## src/rtl/cgpd_regs.svh

```systemverilog
// Register offsets, field positions and reset values of the clock controller
`ifndef CGPD_REGS_SVH
`define CGPD_REGS_SVH

// Byte offsets on the register port
`define CGPD_OFS_PWR 8'h00
`define CGPD_OFS_GATE 8'h04
`define CGPD_OFS_STATUS 8'h0c
`define CGPD_OFS_SEL0 8'h10
`define CGPD_OFS_SEL1 8'h14
`define CGPD_OFS_CLKDIV 8'h18
`define CGPD_OFS_SEL2 8'h1c
`define CGPD_OFS_PLL 8'h20
`define CGPD_OFS_FREQ_DIVIDER_CTRL 8'h24

// Power control fields
`define CGPD_PWR_HXT_EN 0
`define CGPD_PWR_LXT_EN 1
`define CGPD_PWR_HIRC_EN 2
`define CGPD_PWR_LIRC_EN 3
`define CGPD_PWR_REQ 7
`define CGPD_PWR_MASK 32'h0000_008f

// Select fields: system [2:0], tick [5:3]; peripheral fields 4 bits apart
`define CGPD_SEL0_SYS_LSB 0
`define CGPD_SEL0_TICK_LSB 3
`define CGPD_SELP_A_LSB 0
`define CGPD_SELP_B_LSB 4
`define CGPD_SEL2_FDIV_LSB 8

// Gate bits: [0] system clock, [4:1] peripheral clocks
`define CGPD_GATE_SYS 0
`define CGPD_GATE_P0 1

// Divider control: tap select [3:0], run [4]
`define CGPD_FDIV_RUN 4

// Reset values
`define CGPD_RST_PWR 32'h0000_000c
`define CGPD_RST_GATE 32'h0000_0001
`define CGPD_RST_SEL0 32'h0000_0024
`define CGPD_RST_SEL1 32'h0000_0044
`define CGPD_RST_SEL2 32'h0000_0444
`define CGPD_RST_CLKDIV 32'h0000_0000
`define CGPD_RST_PLL 32'h0000_0000
`define CGPD_RST_FREQ_DIVIDER_CTRL 32'h0000_0000

`endif
```

## src/rtl/cgpd_pkg.sv

```systemverilog
// Types and helper functions of the clock controller
`default_nettype none
package cgpd_pkg;

   // Clock source codes of every 3-bit select field
   typedef enum logic [2:0] {
      CGPD_SRC_HXT = 3'b000,
      CGPD_SRC_LXT = 3'b001,
      CGPD_SRC_PLL = 3'b010,
      CGPD_SRC_LIRC = 3'b011,
      CGPD_SRC_HIRC = 3'b100
   } cgpd_src_t;

   // Power state
   typedef enum logic {
      CGPD_ST_RUN = 1'b0,
      CGPD_ST_DOWN = 1'b1
   } cgpd_pd_state_t;

   // Level of the selected source; unused codes give a still-low clock
   function automatic logic cgpd_pick(input logic [4:0] src, input logic [2:0] sel);
      logic r;
      r = 1'b0;
      if (sel <= 3'h4)
         r = src[sel];
      return r;
   endfunction

   // True for the two sources that keep running in power-down
   function automatic logic cgpd_is_low_speed(input logic [2:0] sel);
      return (sel == CGPD_SRC_LXT) || (sel == CGPD_SRC_LIRC);
   endfunction

endpackage
`default_nettype wire

```

## src/rtl/cgpd_clk_switch.sv

```systemverilog
// Glitch-free clock source switch with gating
`timescale 1ns/1ps
`default_nettype none
module cgpd_clk_switch
   import cgpd_pkg::*;
(
   input wire logic clk,
   input wire logic sys_rst,
   input wire logic [4:0] src,
   input wire logic [2:0] sel,
   input wire logic enable,
   output logic clk_out
);

   logic [2:0] cur_sel;
   logic active;
   logic [2:0] next_sel;
   logic next_active;
   logic want;

   ////////////////////////////////////////////////////////////////////////////
   // Leave a source only while the output is low, join the new one only
   // while it is low, so no shortened pulse ever appears
   always_comb
   begin
      want = enable && (sel == cur_sel);
      next_sel = cur_sel;
      next_active = active;
      if (!want)
      begin
         if (!clk_out)
         begin
            next_active = 1'b0;
            next_sel = sel;
         end
      end
      else if (!active && !cgpd_pick(src, cur_sel))
         next_active = 1'b1;
   end

   // Selection state
   always_ff @(posedge clk or posedge sys_rst)
   begin
      if (sys_rst)
      begin
         cur_sel <= 3'h4;
         active <= 1'b0;
      end
      else
      begin
         cur_sel <= next_sel;
         active <= next_active;
      end
   end

   // Output follows the chosen source only while active
   always_ff @(posedge clk or posedge sys_rst)
   begin
      if (sys_rst)
         clk_out <= 1'b0;
      else
         clk_out <= next_active && cgpd_pick(src, next_sel);
   end

endmodule
`default_nettype wire

```

## src/rtl/cgpd_clock_ctrl.sv

```systemverilog
// Clock controller: source selection, gating, power-down sequencing, divider
`timescale 1ns/1ps
`default_nettype none
`include "cgpd_regs.svh"
module cgpd_clock_ctrl
   import cgpd_pkg::*;
(
   input wire logic clk,
   input wire logic sys_rst,
   input wire logic [7:0] reg_addr,
   input wire logic [31:0] reg_wdata,
   input wire logic reg_wr,
   input wire logic reg_rd,
   output logic [31:0] reg_rdata,
   input wire logic wait_for_interrupt_instr,
   input wire logic wakeup_irq,
   input wire logic tick_use_cpu_clk,
   input wire logic osc_hxt,
   input wire logic osc_lxt,
   input wire logic osc_hirc,
   input wire logic osc_lirc,
   input wire logic pll_output,
   output logic hxt_enable,
   output logic lxt_enable,
   output logic hirc_enable,
   output logic lirc_enable,
   output logic pll_enable,
   output logic pll_ref_sel,
   output logic power_down,
   output logic system_clock,
   output logic tick_clock,
   output logic [3:0] periph_clock,
   output logic divided_clock_out
);

   // Switch instance indices
   localparam int SW_SYS = 0;
   localparam int SW_TICK = 1;
   localparam int SW_P0 = 2;
   localparam int SW_FDIV = 6;
   localparam int SW_NUM = 7;

   logic [31:0] pwr_ctrl;
   logic [4:0] gate_ctrl;
   logic [5:0] clock_select_reg0;
   logic [7:0] peripheral_select_reg1;
   logic [10:0] peripheral_select_reg2;
   logic [3:0] clkdiv;
   logic pll_ctrl;
   logic [4:0] freq_divider_ctrl;
   logic [5:0] sync1, sync2, sync3;
   logic [5:0] pin_level;
   logic [4:0] src;
   logic wake;
   cgpd_pd_state_t pd_state;
   cgpd_pd_state_t next_pd_state;
   logic [2:0] sw_sel [SW_NUM];
   logic [SW_NUM-1:0] sw_en;
   logic [SW_NUM-1:0] sw_out;
   logic sys_prev, fdiv_prev;
   logic [3:0] hdiv_cnt, next_hdiv_cnt;
   logic [15:0] fdiv_chain;
   logic fdiv_running;
   logic [3:0] divider_tap_select;
   logic wr_hit_pwr;
   logic [31:0] read_value;

   ////////////////////////////////////////////////////////////////////////////
   // Pin inputs: three flops, a change counts once stages two and three agree
   always_ff @(posedge clk or posedge sys_rst)
   begin
      if (sys_rst)
      begin
         sync1 <= 6'h00;
         sync2 <= 6'h00;
         sync3 <= 6'h00;
         pin_level <= 6'h00;
      end
      else
      begin
         sync1 <= {wakeup_irq, osc_hirc, osc_lirc, pll_output, osc_lxt, osc_hxt};
         sync2 <= sync1;
         sync3 <= sync2;
         for (int i = 0; i < 6; i++)
            if (sync2[i] == sync3[i])
               pin_level[i] <= sync3[i];
      end
   end

   // Five generator sources in select-code order
   assign src = pin_level[4:0];
   assign wake = pin_level[5];

   ////////////////////////////////////////////////////////////////////////////
   // Power state machine
   always_comb
   begin
      next_pd_state = pd_state;
      unique case (pd_state)
         CGPD_ST_RUN:
            if (pwr_ctrl[`CGPD_PWR_REQ] && wait_for_interrupt_instr)
               next_pd_state = CGPD_ST_DOWN;
         CGPD_ST_DOWN:
            if (wake)
               next_pd_state = CGPD_ST_RUN;
      endcase
   end

   // State register
   always_ff @(posedge clk or posedge sys_rst)
   begin
      if (sys_rst)
         pd_state <= CGPD_ST_RUN;
      else
         pd_state <= next_pd_state;
   end

   ////////////////////////////////////////////////////////////////////////////
   // Register writes
   assign wr_hit_pwr = reg_wr && (reg_addr == `CGPD_OFS_PWR);

   // Power control; a software write in the wake-up cycle wins over the clear
   always_ff @(posedge clk or posedge sys_rst)
   begin
      if (sys_rst)
         pwr_ctrl <= `CGPD_RST_PWR;
      else if (wr_hit_pwr)
         pwr_ctrl <= reg_wdata & `CGPD_PWR_MASK;
      else if (pd_state == CGPD_ST_DOWN && wake)
         pwr_ctrl[`CGPD_PWR_REQ] <= 1'b0;
   end

   // Gating, selects, dividers
   always_ff @(posedge clk or posedge sys_rst)
   begin
      if (sys_rst)
      begin
         gate_ctrl <= 5'(`CGPD_RST_GATE);
         clock_select_reg0 <= 6'(`CGPD_RST_SEL0);
         peripheral_select_reg1 <= 8'(`CGPD_RST_SEL1);
         peripheral_select_reg2 <= 11'(`CGPD_RST_SEL2);
         clkdiv <= 4'(`CGPD_RST_CLKDIV);
         pll_ctrl <= 1'(`CGPD_RST_PLL);
         freq_divider_ctrl <= 5'(`CGPD_RST_FREQ_DIVIDER_CTRL);
      end
      else if (reg_wr)
      begin
         unique case (reg_addr)
            `CGPD_OFS_GATE: gate_ctrl <= reg_wdata[4:0];
            `CGPD_OFS_SEL0: clock_select_reg0 <= reg_wdata[5:0];
            `CGPD_OFS_SEL1: peripheral_select_reg1 <= reg_wdata[7:0];
            `CGPD_OFS_SEL2: peripheral_select_reg2 <= reg_wdata[10:0];
            `CGPD_OFS_CLKDIV: clkdiv <= reg_wdata[3:0];
            `CGPD_OFS_PLL: pll_ctrl <= reg_wdata[0];
            `CGPD_OFS_FREQ_DIVIDER_CTRL: freq_divider_ctrl <= reg_wdata[4:0];
            default: ;
         endcase
      end
   end

   ////////////////////////////////////////////////////////////////////////////
   // Read path: data stand for one cycle after the strobe, else zero
   always_comb
   begin
      unique case (reg_addr)
         `CGPD_OFS_PWR: read_value = pwr_ctrl;
         `CGPD_OFS_GATE: read_value = {27'h0, gate_ctrl};
         `CGPD_OFS_STATUS: read_value = {26'h0, pd_state == CGPD_ST_DOWN, src};
         `CGPD_OFS_SEL0: read_value = {26'h0, clock_select_reg0};
         `CGPD_OFS_SEL1: read_value = {24'h0, peripheral_select_reg1};
         `CGPD_OFS_CLKDIV: read_value = {28'h0, clkdiv};
         `CGPD_OFS_SEL2: read_value = {21'h0, peripheral_select_reg2};
         `CGPD_OFS_PLL: read_value = {31'h0, pll_ctrl};
         `CGPD_OFS_FREQ_DIVIDER_CTRL: read_value = {27'h0, freq_divider_ctrl};
         default: read_value = 32'h0000_0000;
      endcase
   end

   // Registered read data
   always_ff @(posedge clk or posedge sys_rst)
   begin
      if (sys_rst)
         reg_rdata <= 32'h0000_0000;
      else
         reg_rdata <= reg_rd ? read_value : 32'h0000_0000;
   end

   ////////////////////////////////////////////////////////////////////////////
   // Oscillator and PLL controls; low-speed sources ignore power-down
   always_ff @(posedge clk or posedge sys_rst)
   begin
      if (sys_rst)
      begin
         hxt_enable <= 1'b0;
         hirc_enable <= 1'b0;
         lxt_enable <= 1'b0;
         lirc_enable <= 1'b0;
         pll_enable <= 1'b0;
         pll_ref_sel <= 1'b0;
         power_down <= 1'b0;
      end
      else
      begin
         hxt_enable <= pwr_ctrl[`CGPD_PWR_HXT_EN] && next_pd_state == CGPD_ST_RUN;
         hirc_enable <= pwr_ctrl[`CGPD_PWR_HIRC_EN] && next_pd_state == CGPD_ST_RUN;
         lxt_enable <= pwr_ctrl[`CGPD_PWR_LXT_EN];
         lirc_enable <= pwr_ctrl[`CGPD_PWR_LIRC_EN];
         pll_enable <= next_pd_state == CGPD_ST_RUN;
         pll_ref_sel <= pll_ctrl;
         power_down <= next_pd_state == CGPD_ST_DOWN;
      end
   end

   ////////////////////////////////////////////////////////////////////////////
   // Select fields and enables of every switch
   always_comb
   begin
      sw_sel[SW_SYS] = clock_select_reg0[`CGPD_SEL0_SYS_LSB +: 3];
      sw_sel[SW_TICK] = clock_select_reg0[`CGPD_SEL0_TICK_LSB +: 3];
      sw_sel[SW_P0] = peripheral_select_reg1[`CGPD_SELP_A_LSB +: 3];
      sw_sel[SW_P0 + 1] = peripheral_select_reg1[`CGPD_SELP_B_LSB +: 3];
      sw_sel[SW_P0 + 2] = peripheral_select_reg2[`CGPD_SELP_A_LSB +: 3];
      sw_sel[SW_P0 + 3] = peripheral_select_reg2[`CGPD_SELP_B_LSB +: 3];
      sw_sel[SW_FDIV] = peripheral_select_reg2[`CGPD_SEL2_FDIV_LSB +: 3];
      // System and tick clocks stop outright in power-down
      sw_en[SW_SYS] = gate_ctrl[`CGPD_GATE_SYS] && pd_state == CGPD_ST_RUN;
      sw_en[SW_TICK] = !tick_use_cpu_clk && pd_state == CGPD_ST_RUN;
      for (int i = 0; i < 4; i++)
         sw_en[SW_P0 + i] = gate_ctrl[`CGPD_GATE_P0 + i]
            && (pd_state == CGPD_ST_RUN || cgpd_is_low_speed(sw_sel[SW_P0 + i]));
      sw_en[SW_FDIV] = pd_state == CGPD_ST_RUN || cgpd_is_low_speed(sw_sel[SW_FDIV]);
   end

   // One glitch-free switch per clock
   for (genvar g = 0; g < SW_NUM; g++)
   begin : g_sw
      cgpd_clk_switch u_sw (
         .clk(clk),
         .sys_rst(sys_rst),
         .src(src),
         .sel(sw_sel[g]),
         .enable(sw_en[g]),
         .clk_out(sw_out[g])
      );
   end

   ////////////////////////////////////////////////////////////////////////////
   // System clock divider: one high phase every clkdiv+1 source periods
   always_comb
   begin
      next_hdiv_cnt = hdiv_cnt;
      if (sw_out[SW_SYS] && !sys_prev)
         next_hdiv_cnt = (hdiv_cnt >= clkdiv) ? 4'h0 : hdiv_cnt + 4'h1;
   end

   // Divider state and output; count advances only on source rise
   always_ff @(posedge clk or posedge sys_rst)
   begin
      if (sys_rst)
      begin
         sys_prev <= 1'b0;
         hdiv_cnt <= 4'h0;
         system_clock <= 1'b0;
      end
      else
      begin
         sys_prev <= sw_out[SW_SYS];
         hdiv_cnt <= next_hdiv_cnt;
         system_clock <= sw_out[SW_SYS] && next_hdiv_cnt == 4'h0;
      end
   end

   ////////////////////////////////////////////////////////////////////////////
   // Tick and peripheral clock outputs
   always_ff @(posedge clk or posedge sys_rst)
   begin
      if (sys_rst)
      begin
         tick_clock <= 1'b0;
         periph_clock <= 4'h0;
      end
      else
      begin
         tick_clock <= tick_use_cpu_clk ? system_clock : sw_out[SW_TICK];
         periph_clock <= sw_out[SW_P0 +: 4];
      end
   end

   ////////////////////////////////////////////////////////////////////////////
   // Power-of-two divider: sixteen chained halving stages, one tapped
   assign divider_tap_select = freq_divider_ctrl[3:0];

   // Chain advances on divider source rise; a stop waits for a low tap
   // Stage N toggles every 2^N input rises, so divided_clock_out = Fin / 2^(N+1)
   always_ff @(posedge clk or posedge sys_rst)
   begin
      if (sys_rst)
      begin
         fdiv_prev <= 1'b0;
         fdiv_chain <= 16'h0000;
         fdiv_running <= 1'b0;
         divided_clock_out <= 1'b0;
      end
      else
      begin
         fdiv_prev <= sw_out[SW_FDIV];
         if (freq_divider_ctrl[`CGPD_FDIV_RUN])
            fdiv_running <= 1'b1;
         else if (!fdiv_chain[divider_tap_select])
            fdiv_running <= 1'b0;
         if (fdiv_running && sw_out[SW_FDIV] && !fdiv_prev)
            fdiv_chain <= fdiv_chain + 16'h0001;
         divided_clock_out <= fdiv_chain[divider_tap_select];
      end
   end

endmodule
`default_nettype wire

```

## config.mk

```make
export PLATFORM = sky130hd
export DESIGN_NAME = cgpd_clock_ctrl
export DESIGN_NICKNAME = d
export VERILOG_FILES = /design/src/rtl/cgpd_pkg.sv /design/src/rtl/cgpd_clk_switch.sv /design/src/rtl/cgpd_clock_ctrl.sv
export VERILOG_INCLUDE_DIRS = /design/src /design/src/rtl
export SDC_FILE = /design/constraint.sdc
export NUM_CORES = 1
export LEC_CHECK = 0
export BUFFER_PORTS_ARGS = -buffer_cell sky130_fd_sc_hd__buf_2
export CAP_MARGIN = 40
export CORE_MARGIN = 10
export CORE_UTILIZATION = 62
export DETAILED_ROUTE_END_ITERATION = 12
export GPL_TIMING_DRIVEN = 0
export PLACE_DENSITY = 0.85
export SYNTH_ARGS = -nofsm -noshare
export SYNTH_HDL_FRONTEND = slang
export SYNTH_SLANG_ARGS = --single-unit
```

## constraint.sdc

```tcl
create_clock -name clk -period 9.8 [get_ports clk]
set_clock_uncertainty 0.1 [all_clocks]
set_input_delay 0.49 -clock clk [delete_from_list [all_inputs] [get_ports clk]]
set_output_delay 0.49 -clock clk [all_outputs]
set_load 0.01 [all_outputs]
```

==> impl_metrics.csv <==
group,metric,value,unit
worst_setup_path,critPathCaptureType,"flip-flop",
grt,track_usage,0.221,
final_layout,synthToLayoutAreaGrowth,15.5,%
yosys,syn_inst,600,
final_layout,drive_gt1_frac,0.298,
min_path,hold_class,"in -> reg",
worst_setup_path,r2r-start,"pin_level[2]",
placement,port_buffers,53,
clock_network,cts_buffer_depth,2,
route,remaining_drc_errors,0,
grt,use_met3,0.0538,
clock_network,cts-root-buf,"clkbuf_16",
power,power.density,178,nW/um^2
floorplan,die_width,128,um
worst_setup_path,cp_slowest_stage_delay,0.76,ns
route,avgViaCountPerCell,6.17,
power,p_leak,0.00401,uW
clock_network,numCtsBuffers,17,
yosys,synthDistinctLibCells,65,
floorplan,start_util,0.633,
sta,slew_violations,0,
grt,grt_max_degree,92,
yosys,ys_ff_latch,152,
yosys,synth_edf_count,0,
clock_network,cts_tree,"built",
worst_setup_path,worstSetupPathType,"in -> reg",
yosys,yosysTopAreaCellShare,0.465,
yosys,synth_top_flop_cell,"dfrtp_1",
worst_setup_path,slowest_stage,"nor4_1",
route,vias,5245,
clock_network,hold_buffers,0,
sta,period_share,0.234,
outcome,run_status,"finished clean",
yosys,ys_seq_area_frac,0.527,
worst_setup_path,r2r_cells,6,
grt,top_usage_layer,"met2",
worst_setup_path,cp.required,10.02,ns
placement,place.gp.congestion,0.928,
route,drt-pass1-iter-count,5,
power,irDropWorstVdd,148,uV
floorplan,fp.dieH,128,um
floorplan,die_area,16400,um^2
yosys,synth_area_leaders,"dfrtp_1 47%, mux2_2 9.0%, dfstp_2 6.1%",
sta,min_period,2.29,ns
route,drt_wl_total,17.6,mm
yosys,yosys_warnings,0,
clock_network,clock_sinks,152,
yosys,async_reset_ff_frac,1.00,
worst_setup_path,critPathArrivalTime,2.51,ns
route,drt_iter0_markers,506,
sta,setup_viol,0,
yosys,synth_common_cells,"135 x dfrtp_1, 58 x mux2_2, 35 x nand2_1, 31 x mux2i_1",
worst_setup_path,critPathTopFamily,"simple AND/OR/NAND/NOR gates",
yosys,avgSynthCellArea,12.1,um^2
grt,grt_pass1_wl,28.4,mm
yosys,synth_area_leader_cell,"dfrtp_1",
sta,tightest_slew,0.932,ns
run,cap_violations,0,
worst_setup_path,setup.reg_to_reg.worst_slack,7.52,ns
grt,antenna_found_initial,0,
grt,grt_use_met1,0.255,
sta,rsz0062_at_grt,"no",
worst_setup_path,crit_fanout,10,
grt,grtUsageMet2,0.360,
clock_network,clk_pin_slew,0.06,ns
floorplan,pin_count,98,
clock_network,cts_max_level,4,
grt,grt_pass1_vias,5600,
worst_setup_path,path_buf_inv,2,
sta,relSlewSlack,0.373,
route,detail-route-antenna-nets,0,
yosys,synth_area,7260,um^2
yosys,yosysMostFrequentCell,"dfrtp_1",
route,wire_per_inst,20.7,um
clock_network,clk-insertion-delay-late,0.44,ns
min_path,min_to,"sync1[5]",
worst_setup_path,crit_chain,"buf_2, clkbuf_1, nor4_1, nand3_1, mux2_2",
clock_network,cts_resized,0,
floorplan,core_area,11500,um^2
worst_setup_path,startpoint_type,"input port",
worst_setup_path,r2r-end,"g_sw[4].u_sw.clk_out",
grt,grt_remaining_overflow,0,
power,power.total,1500,uW
final_layout,final_nets,752,
min_path,min_path_cells,1,
min_path,worstHoldStart,"wakeup_irq",
clock_network,postCtsSetupRepairBufs,0,
sta,fmax,437,MHz
sta,hold_violations,0,
final_layout,antennaDiodeCount,0,
floorplan,fp-row-count,39,
placement,place_hpwl,12.3,mm
sta,final.setup.tns,0,ns
[registers in the layout, indices dropped and copies added, names as in the netlist, 6 cells and up]
signal	flops
peripheral_select_reg2	11
g_sw.u_sw.cur_sel	21
sync1	6
fdiv_chain	16
g_sw.u_sw.active	7
clock_select_reg0	6
g_sw.u_sw.clk_out	7
sync2	6
pin_level	6
sync3	6
peripheral_select_reg1	8
reg_rdata	11
[final cells by class]
class,count,area [um^2]
clock inverter,8,70.1
buffer,38,225
multi-input combinational,407,3200
tap,143,179
fill,810,3070
clock buffer,24,502
inverter,23,91.3
sequential,152,3820
timing repair buffer,55,298
[routing by layer]
layer,vias up,part of all wire
li1,2341,-
met1,2608,0.39
met2,235,0.49
met3,61,0.077
met4,0,0.040
met5,-,0
[power breakdown]
part	total [uW]	internal (uW)	switching, uW	leakage [uW]
logic	158	73.0	84.6	0.00175
clock network	632	380	252	0.000282
registers	707	666	41.1	0.00198
[stage by stage]
stage	util	hold slack (ns)	instances	worst slack, ns	cell area (um^2)
after floorplan	-	0.231	620	5.15	7340
after global placement	0.679	0.232	816	3.76	7780
after detailed placement	0.682	0.236	818	7.24	7820
after CTS	0.732	0.0431	850	7.55	8390
after global routing	0.732	0.0484	850	7.33	8390
final	0.732	0.0541	850	7.51	8390
[logic make-up after synthesis]
| group | count (synthesis) | share of synthesized area |
|---|---|---|
| XOR/XNOR | 29 | 0.0350 |
| other | 1 | 0.000516 |
| flip-flops | 152 | 0.527 |
| AND/OR/NAND/NOR | 148 | 0.114 |
| AO/OA/AOI/OAI | 93 | 0.0878 |
| adder cells (fa/ha/maj) | 12 | 0.0186 |
| buffers and inverters | 61 | 0.0429 |
| multiplexers | 104 | 0.175 |
[worst register-to-register path, delay by kind of cell (launching register included)]
kind | cells | cell delay, ns
AOI/OAI and AO/OA | 2 | 0.58
DFF | 1 | 0.52
buffers and inverters | 1 | 0.38
muxes | 1 | 0.31
and+or+nand+nor | 2 | 0.29
[layout by cell type, fill, tap and decap left out, types with 7 or more instances in the layout]
cell type / Yosys / final
dfrtp_1: 135 / 135
mux2_2: 58 / 58
buf_2: 3 / 57
nand2_1: 35 / 35
mux2i_1: 31 / 31
nor2_1: 23 / 23
nand3_1: 22 / 22
xnor2_1: 22 / 22
inv_1: 23 / 22
buf_4: 21 / 21
conb_1: 1 / 21
a21oi_1: 17 / 17
clkbuf_16: 0 / 17
dfstp_2: 17 / 17
o21ai_0: 15 / 15
clkbuf_1: 13 / 15
nor3_1: 11 / 11
mux4_2: 11 / 11
a22oi_1: 9 / 9
nand2b_1: 8 / 8
xor2_1: 7 / 7
and2_1: 7 / 7
[worst max path at each step]
stage	depth (start not counted)	startpoint	slack [ns]	to
floorplan	1	sys_rst	5.15	clkdiv[0]
CTS	6	pin_level[2]	7.55	g_sw[4].u_sw.clk_out
finish	5	reg_addr[3]	7.51	clock_select_reg0[1]
detailed placement	5	reg_addr[3]	7.24	clock_select_reg0[1]
global placement	2	sys_rst	3.76	tick_clock
global route	6	pin_level[2]	7.33	g_sw[4].u_sw.clk_out
Power figures use the tool's default switching activity.
